--- config.mk ---
export PLATFORM = sky130hd
export DESIGN_NAME = ucdma_channels
export DESIGN_NICKNAME = d
export VERILOG_FILES = /design/src/hdl/ucdma_pkg.sv /design/src/hdl/ucdma_channels.sv
export SDC_FILE = /design/constraint.sdc
export NUM_CORES = 1
export LEC_CHECK = 0
export BUFFER_PORTS_ARGS = -buffer_cell sky130_fd_sc_hd__clkbuf_2
export CAP_MARGIN = 40
export CORE_AREA = 2 2 100 63
export CTS_BUF_LIST = sky130_fd_sc_hd__clkbuf_4
export DETAILED_ROUTE_END_ITERATION = 12
export DIE_AREA = 0 0 102 65
export PLACE_DENSITY = 0.82
export SLEW_MARGIN = 15
export SYNTH_ARGS = -nofsm -noshare
export SYNTH_HDL_FRONTEND = slang
export SYNTH_SLANG_ARGS = --single-unit
export TNS_END_PERCENT = 1
--- constraint.sdc ---
create_clock -name CLK -period 1.5 [get_ports CLK]
set_input_delay 0.3 -clock CLK [delete_from_list [all_inputs] [get_ports CLK]]
set_output_delay 0.3 -clock CLK [all_outputs]
set_load 0.01 [all_outputs]
--- src/hdl/ucdma_pkg.sv ---
// Constants for the two-channel codec DMA configuration block.
// Assumes an 8-bit memory-mapped register port at 16-bit addresses.
package ucdma_pkg;
    // ------------------------------------------------------------------
    // Register offsets
    // ------------------------------------------------------------------
    localparam logic [15:0] UCDMA_DMA0_CONTROL   = 16'hffe8;
    localparam logic [15:0] UCDMA_DMA0_MASK_HIGH = 16'hffe9;
    localparam logic [15:0] UCDMA_DMA0_MASK_LOW  = 16'hffea;
    localparam logic [15:0] UCDMA_DMA1_CONTROL   = 16'hffee;
    localparam logic [15:0] UCDMA_DMA1_MASK_HIGH = 16'hffef;
    localparam logic [15:0] UCDMA_DMA1_MASK_LOW  = 16'hfff0;
    // ------------------------------------------------------------------
    // Field positions and reset values
    // ------------------------------------------------------------------
    localparam int UCDMA_RUN_BIT  = 7;
    localparam int UCDMA_HSK_BIT  = 6;
    localparam int UCDMA_DIR_BIT  = 3;
    localparam int UCDMA_EP_MSB   = 2;
    localparam int UCDMA_BPS_LSB  = 6;
    localparam logic [7:0] UCDMA_CTL_WMASK = 8'hcf;
    localparam logic [7:0] UCDMA_RESET_VAL = 8'h00;
    localparam int UCDMA_NUM_CH   = 2;
    // Channel sequencer states
    typedef enum logic [2:0] {
        UCDMA_IDLE = 3'b001,
        UCDMA_MOVE = 3'b010,
        UCDMA_DONE = 3'b100
    } ucdma_state_e;
endpackage

--- src/hdl/ucdma_channels.sv ---
// Two DMA channels: configuration registers and packet sequencing.
// Assumes the processor bus and the buffer manager run on CLK.
`timescale 1ns/10ps

module ucdma_channels
    import ucdma_pkg::*;
#(
    parameter int NUM_CH = UCDMA_NUM_CH
) (
    input  wire logic        CLK,
    input  wire logic        ARST_N,
    input  wire logic [15:0] ADDR,
    input  wire logic        WR_EN,
    input  wire logic        RD_EN,
    input  wire logic [7:0]  WDATA,
    output logic      [7:0]  RDATA,
    input  wire logic [1:0]  PKT_READY,
    input  wire logic [1:0]  PKT_BULK,
    input  wire logic [1:0]  PKT_DONE,
    output logic      [1:0]  CH_RUN,
    output logic      [1:0]  CH_DIR_IN,
    output logic      [5:0]  CH_ENDPOINT,
    output logic      [27:0] CH_SLOT_MASK,
    output logic      [3:0]  CH_BYTES_PER_SLOT,
    output logic      [1:0]  CH_MOVE,
    output logic      [1:0]  CH_IRQ
);
    // Register layout is fixed at two channels; refuse anything else at elaboration
    if (NUM_CH != 2) begin : g_num_ch_check
        $error("ucdma_channels supports exactly two channels");
    end

    // ------------------------------------------------------------------
    // Registers
    // ------------------------------------------------------------------
    logic [7:0] control   [2];
    logic [7:0] mask_high [2];
    logic [7:0] mask_low  [2];
    logic [7:0] next_control   [2];
    logic [7:0] next_mask_high [2];
    logic [7:0] next_mask_low  [2];
    logic [7:0] next_rdata;
    logic [1:0] next_move;
    logic [1:0] next_irq;
    ucdma_state_e state [2];
    ucdma_state_e next_state [2];

    // Address decode shared by write and read paths
    function automatic logic [15:0] reg_addr(input int ch, input int which);
        logic [15:0] base;
        base = (ch == 0) ? UCDMA_DMA0_CONTROL : UCDMA_DMA1_CONTROL;
        return (which == 0) ? base : (which == 1) ? base + 16'h0001 : base + 16'h0002;
    endfunction

    // Sequencer and register writes; hardware clear of run wins only
    // when no firmware write to that channel's control register lands in the same cycle, so a re-arm is kept
    always_comb begin
        for (int c = 0; c < 2; c++) begin
            next_control[c]   = control[c];
            next_mask_high[c] = mask_high[c];
            next_mask_low[c]  = mask_low[c];
            next_state[c]     = state[c];
            next_move[c]      = 1'b0;
            next_irq[c]       = 1'b0;
            unique case (state[c])
                UCDMA_IDLE: begin
                    if (control[c][UCDMA_RUN_BIT] && PKT_READY[c]) begin
                        next_state[c] = UCDMA_MOVE;
                        next_move[c]  = 1'b1;
                    end
                end
                UCDMA_MOVE: begin
                    next_move[c] = ~PKT_DONE[c];
                    if (PKT_DONE[c]) begin
                        next_state[c] = UCDMA_DONE;
                    end
                end
                UCDMA_DONE: begin
                    next_state[c] = UCDMA_IDLE;
                    // Handshake only for bulk OUT packets
                    if (control[c][UCDMA_HSK_BIT] && PKT_BULK[c]
                        && !control[c][UCDMA_DIR_BIT]) begin
                        next_control[c][UCDMA_RUN_BIT] = 1'b0;
                        next_irq[c] = 1'b1;
                    end
                end
            endcase
            if (WR_EN && ADDR == reg_addr(c, 0)) begin
                next_control[c] = WDATA & UCDMA_CTL_WMASK;
            end
            if (WR_EN && ADDR == reg_addr(c, 1)) begin
                next_mask_high[c] = WDATA;
            end
            if (WR_EN && ADDR == reg_addr(c, 2)) begin
                next_mask_low[c] = WDATA;
            end
        end
    end

    // Read mux; unmapped addresses read zero
    always_comb begin
        next_rdata = RDATA;
        if (RD_EN) begin
            next_rdata = 8'h00;
            for (int c = 0; c < 2; c++) begin
                if (ADDR == reg_addr(c, 0)) next_rdata = control[c];
                if (ADDR == reg_addr(c, 1)) next_rdata = mask_high[c];
                if (ADDR == reg_addr(c, 2)) next_rdata = mask_low[c];
            end
        end
    end

    // State registers; all zero after reset except the sequencer state, which loads UCDMA_IDLE (3'b001)
    always_ff @(posedge CLK or negedge ARST_N) begin
        if (!ARST_N) begin
            for (int c = 0; c < 2; c++) begin
                control[c]   <= UCDMA_RESET_VAL;
                mask_high[c] <= UCDMA_RESET_VAL;
                mask_low[c]  <= UCDMA_RESET_VAL;
                state[c]     <= UCDMA_IDLE;
            end
            RDATA  <= 8'h00;
            CH_MOVE <= 2'b00;
            CH_IRQ  <= 2'b00;
        end else begin
            for (int c = 0; c < 2; c++) begin
                control[c]   <= next_control[c];
                mask_high[c] <= next_mask_high[c];
                mask_low[c]  <= next_mask_low[c];
                state[c]     <= next_state[c];
            end
            RDATA   <= next_rdata;
            CH_MOVE <= next_move;
            CH_IRQ  <= next_irq;
        end
    end

    // Configuration outputs, registered from the next register values, so they match the registers
    always_ff @(posedge CLK or negedge ARST_N) begin
        if (!ARST_N) begin
            CH_RUN            <= 2'b00;
            CH_DIR_IN         <= 2'b00;
            CH_ENDPOINT       <= 6'h00;
            CH_SLOT_MASK      <= 28'h0000000;
            CH_BYTES_PER_SLOT <= 4'h0;
        end else begin
            for (int c = 0; c < 2; c++) begin
                CH_RUN[c]              <= next_control[c][UCDMA_RUN_BIT];
                CH_DIR_IN[c]           <= next_control[c][UCDMA_DIR_BIT];
                CH_ENDPOINT[c*3 +: 3]  <= next_control[c][UCDMA_EP_MSB:0];
                CH_SLOT_MASK[c*14 +: 14] <= {next_mask_high[c][5:0], next_mask_low[c]};
                CH_BYTES_PER_SLOT[c*2 +: 2] <= next_mask_high[c][7:UCDMA_BPS_LSB];
            end
        end
    end

    // ------------------------------------------------------------------
    // Assertions
    // ------------------------------------------------------------------
    property p_reserved_zero;
        @(posedge CLK) disable iff (!ARST_N)
        control[0][5:4] == 2'b00 && control[1][5:4] == 2'b00;
    endproperty
    a_reserved_zero: assert property (p_reserved_zero) else $error("reserved bits set");

    property p_hsk_clears;
        @(posedge CLK) disable iff (!ARST_N)
        (state[0] == UCDMA_DONE && control[0][6] && PKT_BULK[0] && !control[0][3]
         && !(WR_EN && ADDR == UCDMA_DMA0_CONTROL)) |=> !control[0][7] && CH_IRQ[0];
    endproperty
    a_hsk_clears: assert property (p_hsk_clears) else $error("handshake did not stop");

    property p_no_hsk_runs;
        @(posedge CLK) disable iff (!ARST_N)
        (state[0] == UCDMA_DONE && !control[0][6] && control[0][7]
         && !(WR_EN && ADDR == UCDMA_DMA0_CONTROL)) |=> control[0][7] && !CH_IRQ[0];
    endproperty
    a_no_hsk_runs: assert property (p_no_hsk_runs) else $error("continuous mode stopped");

    property p_move_needs_run;
        @(posedge CLK) disable iff (!ARST_N)
        $rose(CH_MOVE[1]) |-> $past(control[1][7]) && $past(PKT_READY[1]);
    endproperty
    a_move_needs_run: assert property (p_move_needs_run) else $error("move without run");

    property p_mask_out;
        @(posedge CLK) disable iff (!ARST_N)
        (WR_EN && ADDR == UCDMA_DMA1_MASK_LOW) |=> CH_SLOT_MASK[21:14] == $past(WDATA);
    endproperty
    a_mask_out: assert property (p_mask_out) else $error("slot mask not applied");

    property p_bps_out;
        @(posedge CLK) disable iff (!ARST_N)
        (WR_EN && ADDR == UCDMA_DMA0_MASK_HIGH) |=> CH_BYTES_PER_SLOT[1:0] == $past(WDATA[7:6]);
    endproperty
    a_bps_out: assert property (p_bps_out) else $error("bytes per slot wrong");

    property p_dir_out;
        @(posedge CLK) disable iff (!ARST_N)
        (WR_EN && ADDR == UCDMA_DMA1_CONTROL) |=> CH_DIR_IN[1] == $past(WDATA[3])
            && CH_ENDPOINT[5:3] == $past(WDATA[2:0]);
    endproperty
    a_dir_out: assert property (p_dir_out) else $error("direction or endpoint wrong");

    property p_irq_pulse;
        @(posedge CLK) disable iff (!ARST_N)
        CH_IRQ[0] |=> !CH_IRQ[0];
    endproperty
    a_irq_pulse: assert property (p_irq_pulse) else $error("irq longer than a cycle");
endmodule // ucdma_channels

==> run summary, run 1 <==
status: finished clean
WP data required: 1.81 ns
antenna-violating nets left: 0
Max Root-Sink Buffers: 2
vias in the first global route: 2,416
Syn Area/Cell: 12.4 um^2
Vias: 2,408
Post-DP HPWL: 5.70 mm
Async S/R FF share, synth: 100%
crit path kind: register to register
clk slew on worst S/H paths: 0.10 ns
pre-CTS WS: -0.312 ns
Fillers: 484
PwrDens: 882 nW/um^2
setup ws final: 0.0533 ns
Cells after Synth: 244
Slew Limit Fails: 0
Initial Util: 51.7%
most frequent cell after synthesis: dfrtp_1
Clock Skew: 0.00852 ns
post-detailed-route via-to-cell ratio: 5.44
I/O pin count: 88
dpl cell area: 3690 um^2
DRC: 0
Routed WL: 7.49 mm
switch share: 26.1%
Peak supply drop: 0.517 mV
Hold Path Origin: PKT_BULK[1]
post-synth top area share: 49.8%
design area: 3850 um^2
Total Die Area: 6630 um^2
Rows: 22
first-pass GRT wire length: 11.9 mm
number of synthesized register bits: 62
area delta synth->final: 27.6%
grt total ovfl: 0
final setup fails: 0
worst hold-check path type: input pin to register
routability cong.: 0.867
gr usage total: 24.4%
Avg WL per Cell: 16.9 um
syn nets: 278
cts bufs inserted: 9
Pleak: 2.04 nW
synthesized area: 3020 um^2
Final Hold Vio Count: 0
post-synth cell types: 39
prevailing post-synth register cell: dfrtp_1
CTS tree: yes
reg2reg setup slack: 0.05 ns
CTS Sinks: 62
Antenna Cells: 0
RSZ-0062 raised after global routing: false
crit share post-route: 96.4%
H-tree depth: 3
worst-path maximum fanout: 3
Synth area leaders: dfrtp_1 50%, mux2_2 19%, buf_4 3.0%, nand3b_1 2.2%, a21oi_1 2.0%
Port Buffers: 87
Comb pwr share: 12.4%
minimum clock period: 1.45 ns
setup bufs post-CTS: 0
DR iter-0 viols: 113
CP endpoint kind: register
area leader, netlist: dfrtp_1
Sw Pwr: 887 uW
clock power share: 33.5%
Core ar.: 5840 um^2
crit path launch type: register
share of power burned in registers: 54.1%
first-pass iteration count of the detailed router: 4
register area share after synthesis: 51.5%
slew margin rel.: 64.5%
yosys warns: 0
layout cells sized above 1: 55.7%
TNS Setup: 0 ns
die height: 65 um
Synth top cells by count: 60 x dfrtp_1, 50 x mux2_2, 12 x a21oi_1, 12 x buf_4
WP data arrival: 1.76 ns
worst reg2reg path startpoint: control[6]
largest net degree at the start of global routing: 39
Setup crit start: control[6]
MaxCap Viol Count: 0
initial antenna violation count: 0
Post-synth EDFFs: 0
Final nets: 388
total power: 3.39 mW
Core Util, Final: 65.9%
fmax: 691 MHz
Slew @ Worst Pin: 0.528 ns
die span in x: 102 um
Root Driver: clkbuf_4
cell internal pwr: 2.51 mW
Clk Latency, worst-skew pair: 0.41 ns
==> cell families (layout without fill, tap and decap cells) <==
logic type	after synthesis	after routing	synth area share, %
buffers and inverters	24	139	4.69
flip-flops	62	62	51.5
AND/OR/NAND/NOR	69	69	16.2
multiplexers	50	50	18.7
AO/OA/AOI/OAI	39	39	8.88
==> final timing paths <==
check                                      end  cells after the start
worst max register to register        RDATA[6]                      4
worst min-delay path                 CH_IRQ[1]                      3
worst max-delay path                  RDATA[6]                      4
worst min register to register      CH_MOVE[1]                      1
max in group asynchronous             state[0]                      3
min in group asynchronous       CH_ENDPOINT[4]                      2
==> timing repair <==
item | 4_1_cts | 5_1_grt
gates resized for setup | 0 | 2
hold buffers | 1 | 0
endpoints found under the hold margin | 14 | 0
setup endpoints to repair | 0 | 2
==> power groups by stage <==
stage	Clock, mW	Combinational (mW)	Sequential (mW)
5_1_grt	1.22	0.465	1.85
3_5_place_dp	0	0.413	1.87
6_report	1.14	0.419	1.84
2_1_floorplan	0	0.197	1.87
3_3_place_gp	0	0.404	1.86
4_1_cts	1.16	0.418	1.84
==> sequential cells by signal (all words and copies together), names as in the netlist, 2 cells and up <==
name	count
CH_SLOT_MASK	27
RDATA	8
CH_IRQ	2
state	6
CH_BYTES_PER_SLOT	4
control	5
CH_ENDPOINT	5
CH_MOVE	2
==> placed cells by master (no fill, tap or decap), types with 2 or more instances in the layout <==
master,count
a21oi_1,12
a221o_1,4
a2bb2oi_1,4
a31oi_1,2
a41o_1,2
a41oi_1,2
and3_1,4
buf_12,2
buf_4,30
clkbuf_2,87
clkbuf_4,11
clkinv_2,4
dfrtp_1,60
dfstp_2,2
inv_1,3
mux2_2,50
nand2_1,4
nand2b_1,9
nand3_1,7
nand3b_1,9
nand4_1,2
nand4b_1,2
nor2_1,5
nor2b_1,9
nor4bb_1,3
o21ai_0,4
o22a_1,2
o22ai_1,5
or3b_2,4
==> worst max-delay path, stage by stage (launching register included) <==
cell       delay (ns)
dfrtp_1          0.42
mux2_2           0.27
o22ai_1          0.20
a2bb2oi_1        0.13
a221o_1          0.33
==> metal layers <==
layer | vias to the layer above | track usage [%] | wire, um
li1 | 1123 | - | -
met1 | 1198 | 34.0 | 3560
met2 | 74 | 37.5 | 3340
met3 | 13 | 6.04 | 490
met4 | 0 | 8.00 | 104
met5 | - | 0 | 0
==> cell type report <==
class | instances | area (um^2) | area share (%)
repair buffers | 120 | 711 | 18.5
multi-input cells | 158 | 1330 | 34.6
clock inverters | 5 | 50.0 | 1.30
flip-flops and latches | 62 | 1550 | 40.4
clock buffers | 11 | 82.6 | 2.15
inverters | 3 | 11.3 | 0.293
well taps | 84 | 105 | 2.73
==> metrics by stage <==
step / hold WS (ns) / cells
after floorplan: 0.00441 / 244
final: 0.105 / 443
after CTS: 0.0894 / 443
after global routing: 0.120 / 443
after global placement: 0.261 / 426
after detailed placement: 0.257 / 426
Power figures use the tool's default switching activity.
==> inputs of run 2 (changes only) <==
--- a/config.mk
+++ b/config.mk
@@ -5,13 +5,13 @@
 export SDC_FILE = /design/constraint.sdc
 export NUM_CORES = 1
 export LEC_CHECK = 0
-export BUFFER_PORTS_ARGS = -buffer_cell sky130_fd_sc_hd__clkbuf_2
 export CAP_MARGIN = 40
-export CORE_AREA = 2 2 100 63
+export CORE_AREA = 2 2 99 63
 export CTS_BUF_LIST = sky130_fd_sc_hd__clkbuf_4
 export DETAILED_ROUTE_END_ITERATION = 12
-export DIE_AREA = 0 0 102 65
-export PLACE_DENSITY = 0.82
+export DIE_AREA = 0 0 101 65
+export DONT_BUFFER_PORTS = 1
+export PLACE_DENSITY = 0.69
 export SLEW_MARGIN = 15
 export SYNTH_ARGS = -nofsm -noshare
 export SYNTH_HDL_FRONTEND = slang
==> constraint.sdc (replaced) <==
create_clock -name CLK -period 1.8 [get_ports CLK]
set_input_delay 0.36 -clock CLK [delete_from_list [all_inputs] [get_ports CLK]]
set_output_delay 0.36 -clock CLK [all_outputs]
set_load 0.01 [all_outputs]
==> run 2 against run 1 <==
Against the previous run:
- sequential power fell by 16%
- clock power down 19%
- final cell count is 28% lower
- wire length down 6.0%
- clock skew decreased by 0.00087 ns
==> run summary, run 2 (synthesis gave the netlist of run 1 again) <==
Post-DP HPWL: 5.05 mm
most common cell after layout, fill and taps aside: dfrtp_1
Slowest-stage cell, CP: dfrtp_1
Top reg by flops: CH_SLOT_MASK
Port Buffers: 0
Routed WL: 7.04 mm
crit path launch type: register
slew margin rel.: 59.1%
PwrDens: 839 nW/um^2
status: finished clean
Root Driver: clkbuf_4
Final Hold Vio Count: 0
vias in the first global route: 1,962
Clk Latency, worst-skew pair: 0.42 ns
most frequent cells in the layout: 60 x dfrtp_1, 50 x mux2_2, 12 x a21oi_1
Slew Limit Fails: 0
post-detailed-route via-to-cell ratio: 6.26
Core ar.: 5780 um^2
CTS tree: yes
Max Root-Sink Buffers: 2
RSZ-0062 raised after global routing: false
clk slew on worst S/H paths: 0.10 ns
crit-path leading delay family: compound AO/OA/AOI/OAI gates
largest net degree at the start of global routing: 63
Vias: 2,011
WP data required: 2.11 ns
Pleak: 1.53 nW
die height: 65 um
area delta synth->final: 6.14%
Antenna Cells: 0
layout cells sized above 1: 34.5%
Slew @ Worst Pin: 0.609 ns
critical-path cell list: mux2_2, o22ai_1, a2bb2oi_1, a221o_1
H-tree depth: 3
crit share post-route: 85.4%
Fillers: 495
worst hold-check path type: input pin to register
fmax: 651 MHz
Clock Skew: 0.00765 ns
MaxCap Viol Count: 0
TNS Setup: 0 ns
Buf+Inv Stages, Crit Path: 0
minimum clock period: 1.54 ns
Rows: 22
design area: 3200 um^2
Initial Util: 52.2%
cts bufs inserted: 9
first-pass iteration count of the detailed router: 4
Total Die Area: 6570 um^2
dpl cell area: 3040 um^2
WP data arrival: 1.85 ns
I/O pin count: 88
final setup fails: 0
gr usage total: 22.8%
crit path kind: register to register
worst-path maximum fanout: 3
CTS Sinks: 62
DRC: 0
Avg WL per Cell: 21.9 um
initial antenna violation count: 0
Final nets: 278
die span in x: 101 um
Worst path max stage delay: 0.44 ns
setup bufs post-CTS: 0
CP endpoint kind: register
Hold Worst Slack: 0.0299 ns
grt total ovfl: 0
antenna-violating nets left: 0
Peak supply drop: 0.454 mV
routability cong.: 0.738
DR iter-0 viols: 139
first-pass GRT wire length: 10.9 mm
number of flip-flops under the largest register name: 27
largest registers: CH_SLOT_MASK x27, RDATA x8, state x6
run 2: cell count changes in the layout (fill, tap and decap cells not counted), sizes merged:
cell,delta
clkbuf,-88
buf,-23
clkinv,+1
run 2: metal layers:
| layer | routed length (um) | global-route usage, % | vias up |
|---|---|---|---|
| met5 | 0 | 0 | - |
| met1 | 3290 | 31.9 | 1018 |
| li1 | - | - | 902 |
| met3 | 702 | 11.0 | 7 |
| met2 | 2990 | 31.5 | 84 |
| met4 | 55 | 6.08 | 0 |
run 2: metrics by stage:
| stage | setup slack, ns | cells | power (mW) | util [%] |
|---|---|---|---|---|
| global placement | 0.0475 | 303 | 1.74 | 52.5 |
| detailed placement | 0.00248 | 303 | 1.75 | 52.5 |
| global route | 0.204 | 321 | 2.81 | 55.4 |
| floorplan | 0.133 | 244 | 1.72 | - |
| finish | 0.263 | 321 | 2.68 | 55.4 |
| CTS | 0.267 | 321 | 2.70 | 55.4 |
run 2: layout make-up:
| type | count | area, um^2 | share of cell area, % |
|---|---|---|---|
| Sequential cell | 62 | 1550 | 48.6 |
| Multi-Input combinational cell | 158 | 1320 | 41.2 |
| Timing Repair Buffer | 10 | 97.6 | 3.05 |
| Tap cell | 72 | 90.1 | 2.81 |
| Clock buffer | 10 | 75.1 | 2.35 |
| Clock inverter | 6 | 52.6 | 1.64 |
| Inverter | 3 | 11.3 | 0.352 |
run 2: path summary, 6_finish.rpt:
check,startpoint,to,slack (ns),depth (start not counted)
max reg2reg,CH_SLOT_MASK[1],RDATA[1],0.26,4
min,RD_EN,RDATA[5],0.03,1
min in group asynchronous,ARST_N,state[4],0.45,2
min reg2reg,state[5],CH_MOVE[0],0.48,1
max,CH_SLOT_MASK[1],RDATA[1],0.26,4
max in group asynchronous,ARST_N,state[3],1.04,2
run 2: worst reg2reg max path, stage by stage (launching register included):
cell,delay [ns]
dfrtp_1,0.44
mux2_2,0.29
o22ai_1,0.24
a2bb2oi_1,0.14
a221o_1,0.33
run 2: where the power goes:
group          total, mW  leakage, nW  internal [mW]  switching (mW)
Sequential          1.55        0.845           1.47          0.0738
Combinational      0.213        0.607          0.108           0.105
Clock              0.924       0.0750          0.423           0.501
Total               2.68         1.53           2.00           0.679
run 2: timing repair:
action / in CTS / in global routing
gates resized for setup: 0 / 0
hold buffers: 2 / 0
hold endpoints to repair: 62 / 0
==> inputs of run 3 (changes only) <==
==> constraint.sdc (replaced) <==
create_clock -name CLK -period 1.8 [get_ports CLK]
set_input_delay 0 -clock CLK [delete_from_list [all_inputs] [get_ports CLK]]
set_output_delay 0 -clock CLK [all_outputs]
set_load 0.01 [all_outputs]
==> run 3 against run 2 <==
Against the previous run:
- count of clock-buffer cells in the layout stayed put
- total power is 1.7% higher
- clock skew is 0.0074 ns higher
- global-route usage is 1.4 points higher
- final cell count is 6.9% higher
- cell area is 7.2% higher
- wire length is 6.5% higher
- critical endpoint is now CH_SLOT_MASK[20]
==> run summary, run 3 (synthesis gave the netlist of run 1 again) <==
R2R depth: 4
Slew @ Worst Pin: 0.623 ns
non-filler cells, final: 343
Top reg by flops: CH_SLOT_MASK
largest net degree at the start of global routing: 63
cell internal pwr: 2.03 mW
minimum clock period: 1.65 ns
switch share: 25.5%
Avg WL per Cell: 21.9 um
design area: 3430 um^2
fmax: 605 MHz
Comb pwr share: 10.0%
worst reg2reg path startpoint: CH_ENDPOINT[4]
clk slew on worst S/H paths: 0.10 ns
MaxCap Viol Count: 0
most frequent cells in the layout: 60 x dfrtp_1, 50 x mux2_2, 27 x dlygate4sd3_1
Port Buffers: 0
die height: 65 um
vias in the first global route: 2,121
area delta synth->final: 13.8%
initial antenna violation count: 0
Final Hold Vio Count: 0
grt total ovfl: 0
gr usage total: 24.2%
Rows: 22
CP endpoint kind: register
number of flip-flops under the largest register name: 27
worst-path maximum fanout: 12
Peak supply drop: 0.497 mV
Total Die Area: 6570 um^2
reg2reg end: RDATA[1]
crit path launch type: input pin
Post-DP HPWL: 5.01 mm
most common cell after layout, fill and taps aside: dfrtp_1
setup bufs post-CTS: 0
Clock Skew: 0.0150 ns
post-detailed-route via-to-cell ratio: 6.18
Buf+Inv Stages, Crit Path: 2
clock power share: 33.5%
Sw Pwr: 695 uW
routability cong.: 0.744
Worst path max stage delay: 0.56 ns
Antenna Cells: 0
CTS Sinks: 62
H-tree depth: 3
CTS tree: yes
Crit path depth: 6
DR iter-0 viols: 105
cts bufs inserted: 9
CTS resizes: 0
slew margin rel.: 58.1%
antenna-violating nets left: 0
Vias: 2,120
Max Root-Sink Buffers: 2
Hold Path Origin: ADDR[0]
WP data required: 2.09 ns
die span in x: 101 um
setup ws final: 0.148 ns
worst hold-check path type: input pin to register
Slew Limit Fails: 0
share of power burned in registers: 56.5%
Final nets: 300
layout cells sized above 1: 30.3%
status: finished clean
PwrDens: 796 nW/um^2
first-pass GRT wire length: 11.6 mm
Pleak: 1.63 nW
Initial Util: 52.2%
crit path kind: input pin to register
hold endpoint: RDATA[4]
TNS Setup: 0 ns
hold buffer count at cts: 28
reg2reg setup slack: 0.25 ns
largest registers: CH_SLOT_MASK x27, RDATA x8, state x6
first-pass iteration count of the detailed router: 4
final setup fails: 0
Routed WL: 7.50 mm
WP data arrival: 1.94 ns
Clk Latency, worst-skew pair: 0.40 ns
Slowest-stage cell, CP: dlygate4sd3_1
pre-CTS WS: 0.261 ns
DRC: 0
crit share post-route: 91.8%
Root Driver: clkbuf_4
Hold Worst Slack: 0.0346 ns
Core ar.: 5780 um^2
crit-path leading delay family: buffers and inverters
DP Cell Count: 299
critical-path cell list: nand4_1, nor3_4, buf_4, nand3_2, mux2_2, dlygate4sd3_1
hold path cells: 4
RSZ-0062 raised after global routing: false
dpl cell area: 3010 um^2
I/O pin count: 88
run 3: changes by cell type in the layout (fill, tap and decap cells not counted), sizes merged:
cell         previous run  this run
dlygate4sd3             1        27
buf                     9         5
run 3: power groups by stage:
| stage | logic [mW] | clock network, mW | registers, mW |
|---|---|---|---|
| 2_1_floorplan | 0.164 | 0 | 1.55 |
| 3_3_place_gp | 0.169 | 0 | 1.57 |
| 3_5_place_dp | 0.174 | 0 | 1.57 |
| 4_1_cts | 0.274 | 0.938 | 1.54 |
| 5_1_grt | 0.303 | 1.00 | 1.56 |
| 6_report | 0.274 | 0.914 | 1.54 |
run 3: worst max-delay path by stage:
stage,start,to
2_1_floorplan,ADDR[9],CH_ENDPOINT[3]
3_3_place_gp,ADDR[9],control[7]
3_5_place_dp,ADDR[9],control[6]
4_1_cts,ADDR[4],CH_DIR_IN[0]
5_1_grt,ADDR[4],CH_DIR_IN[0]
6_report,ADDR[9],CH_SLOT_MASK[20]
run 3: layer usage:
metal | share of wire [%] | track usage (%) | vias to the layer above
met4 | 0.87 | 6.08 | 0
met3 | 9.9 | 9.92 | 9
met5 | 0 | 0 | -
li1 | - | - | 943
met2 | 43 | 33.5 | 85
met1 | 46 | 35.0 | 1083
run 3: worst min-delay path, stage by stage:
cell and delay (ns):
nand3_1 0.05, a21oi_1 0.07, o21ai_0 0.19, a31oi_1 0.08
run 3: area by class of cell:
cell class              instances  area (um^2)
clock buffers                  10         75.1
clock inverters                 6         52.6
multi-input cells             158         1320
repair buffers                 32          328
flip-flops and latches         62         1550
fillers                       493         2350
inverters                       3         11.3
well taps                      72         90.1
run 3: metrics by stage:
step | total power [mW] | utilization (%)
3_5_place_dp | 1.75 | 52.0
3_3_place_gp | 1.74 | 52.0
4_1_cts | 2.76 | 59.4
2_1_floorplan | 1.72 | -
6_report | 2.73 | 59.4
5_1_grt | 2.86 | 59.4
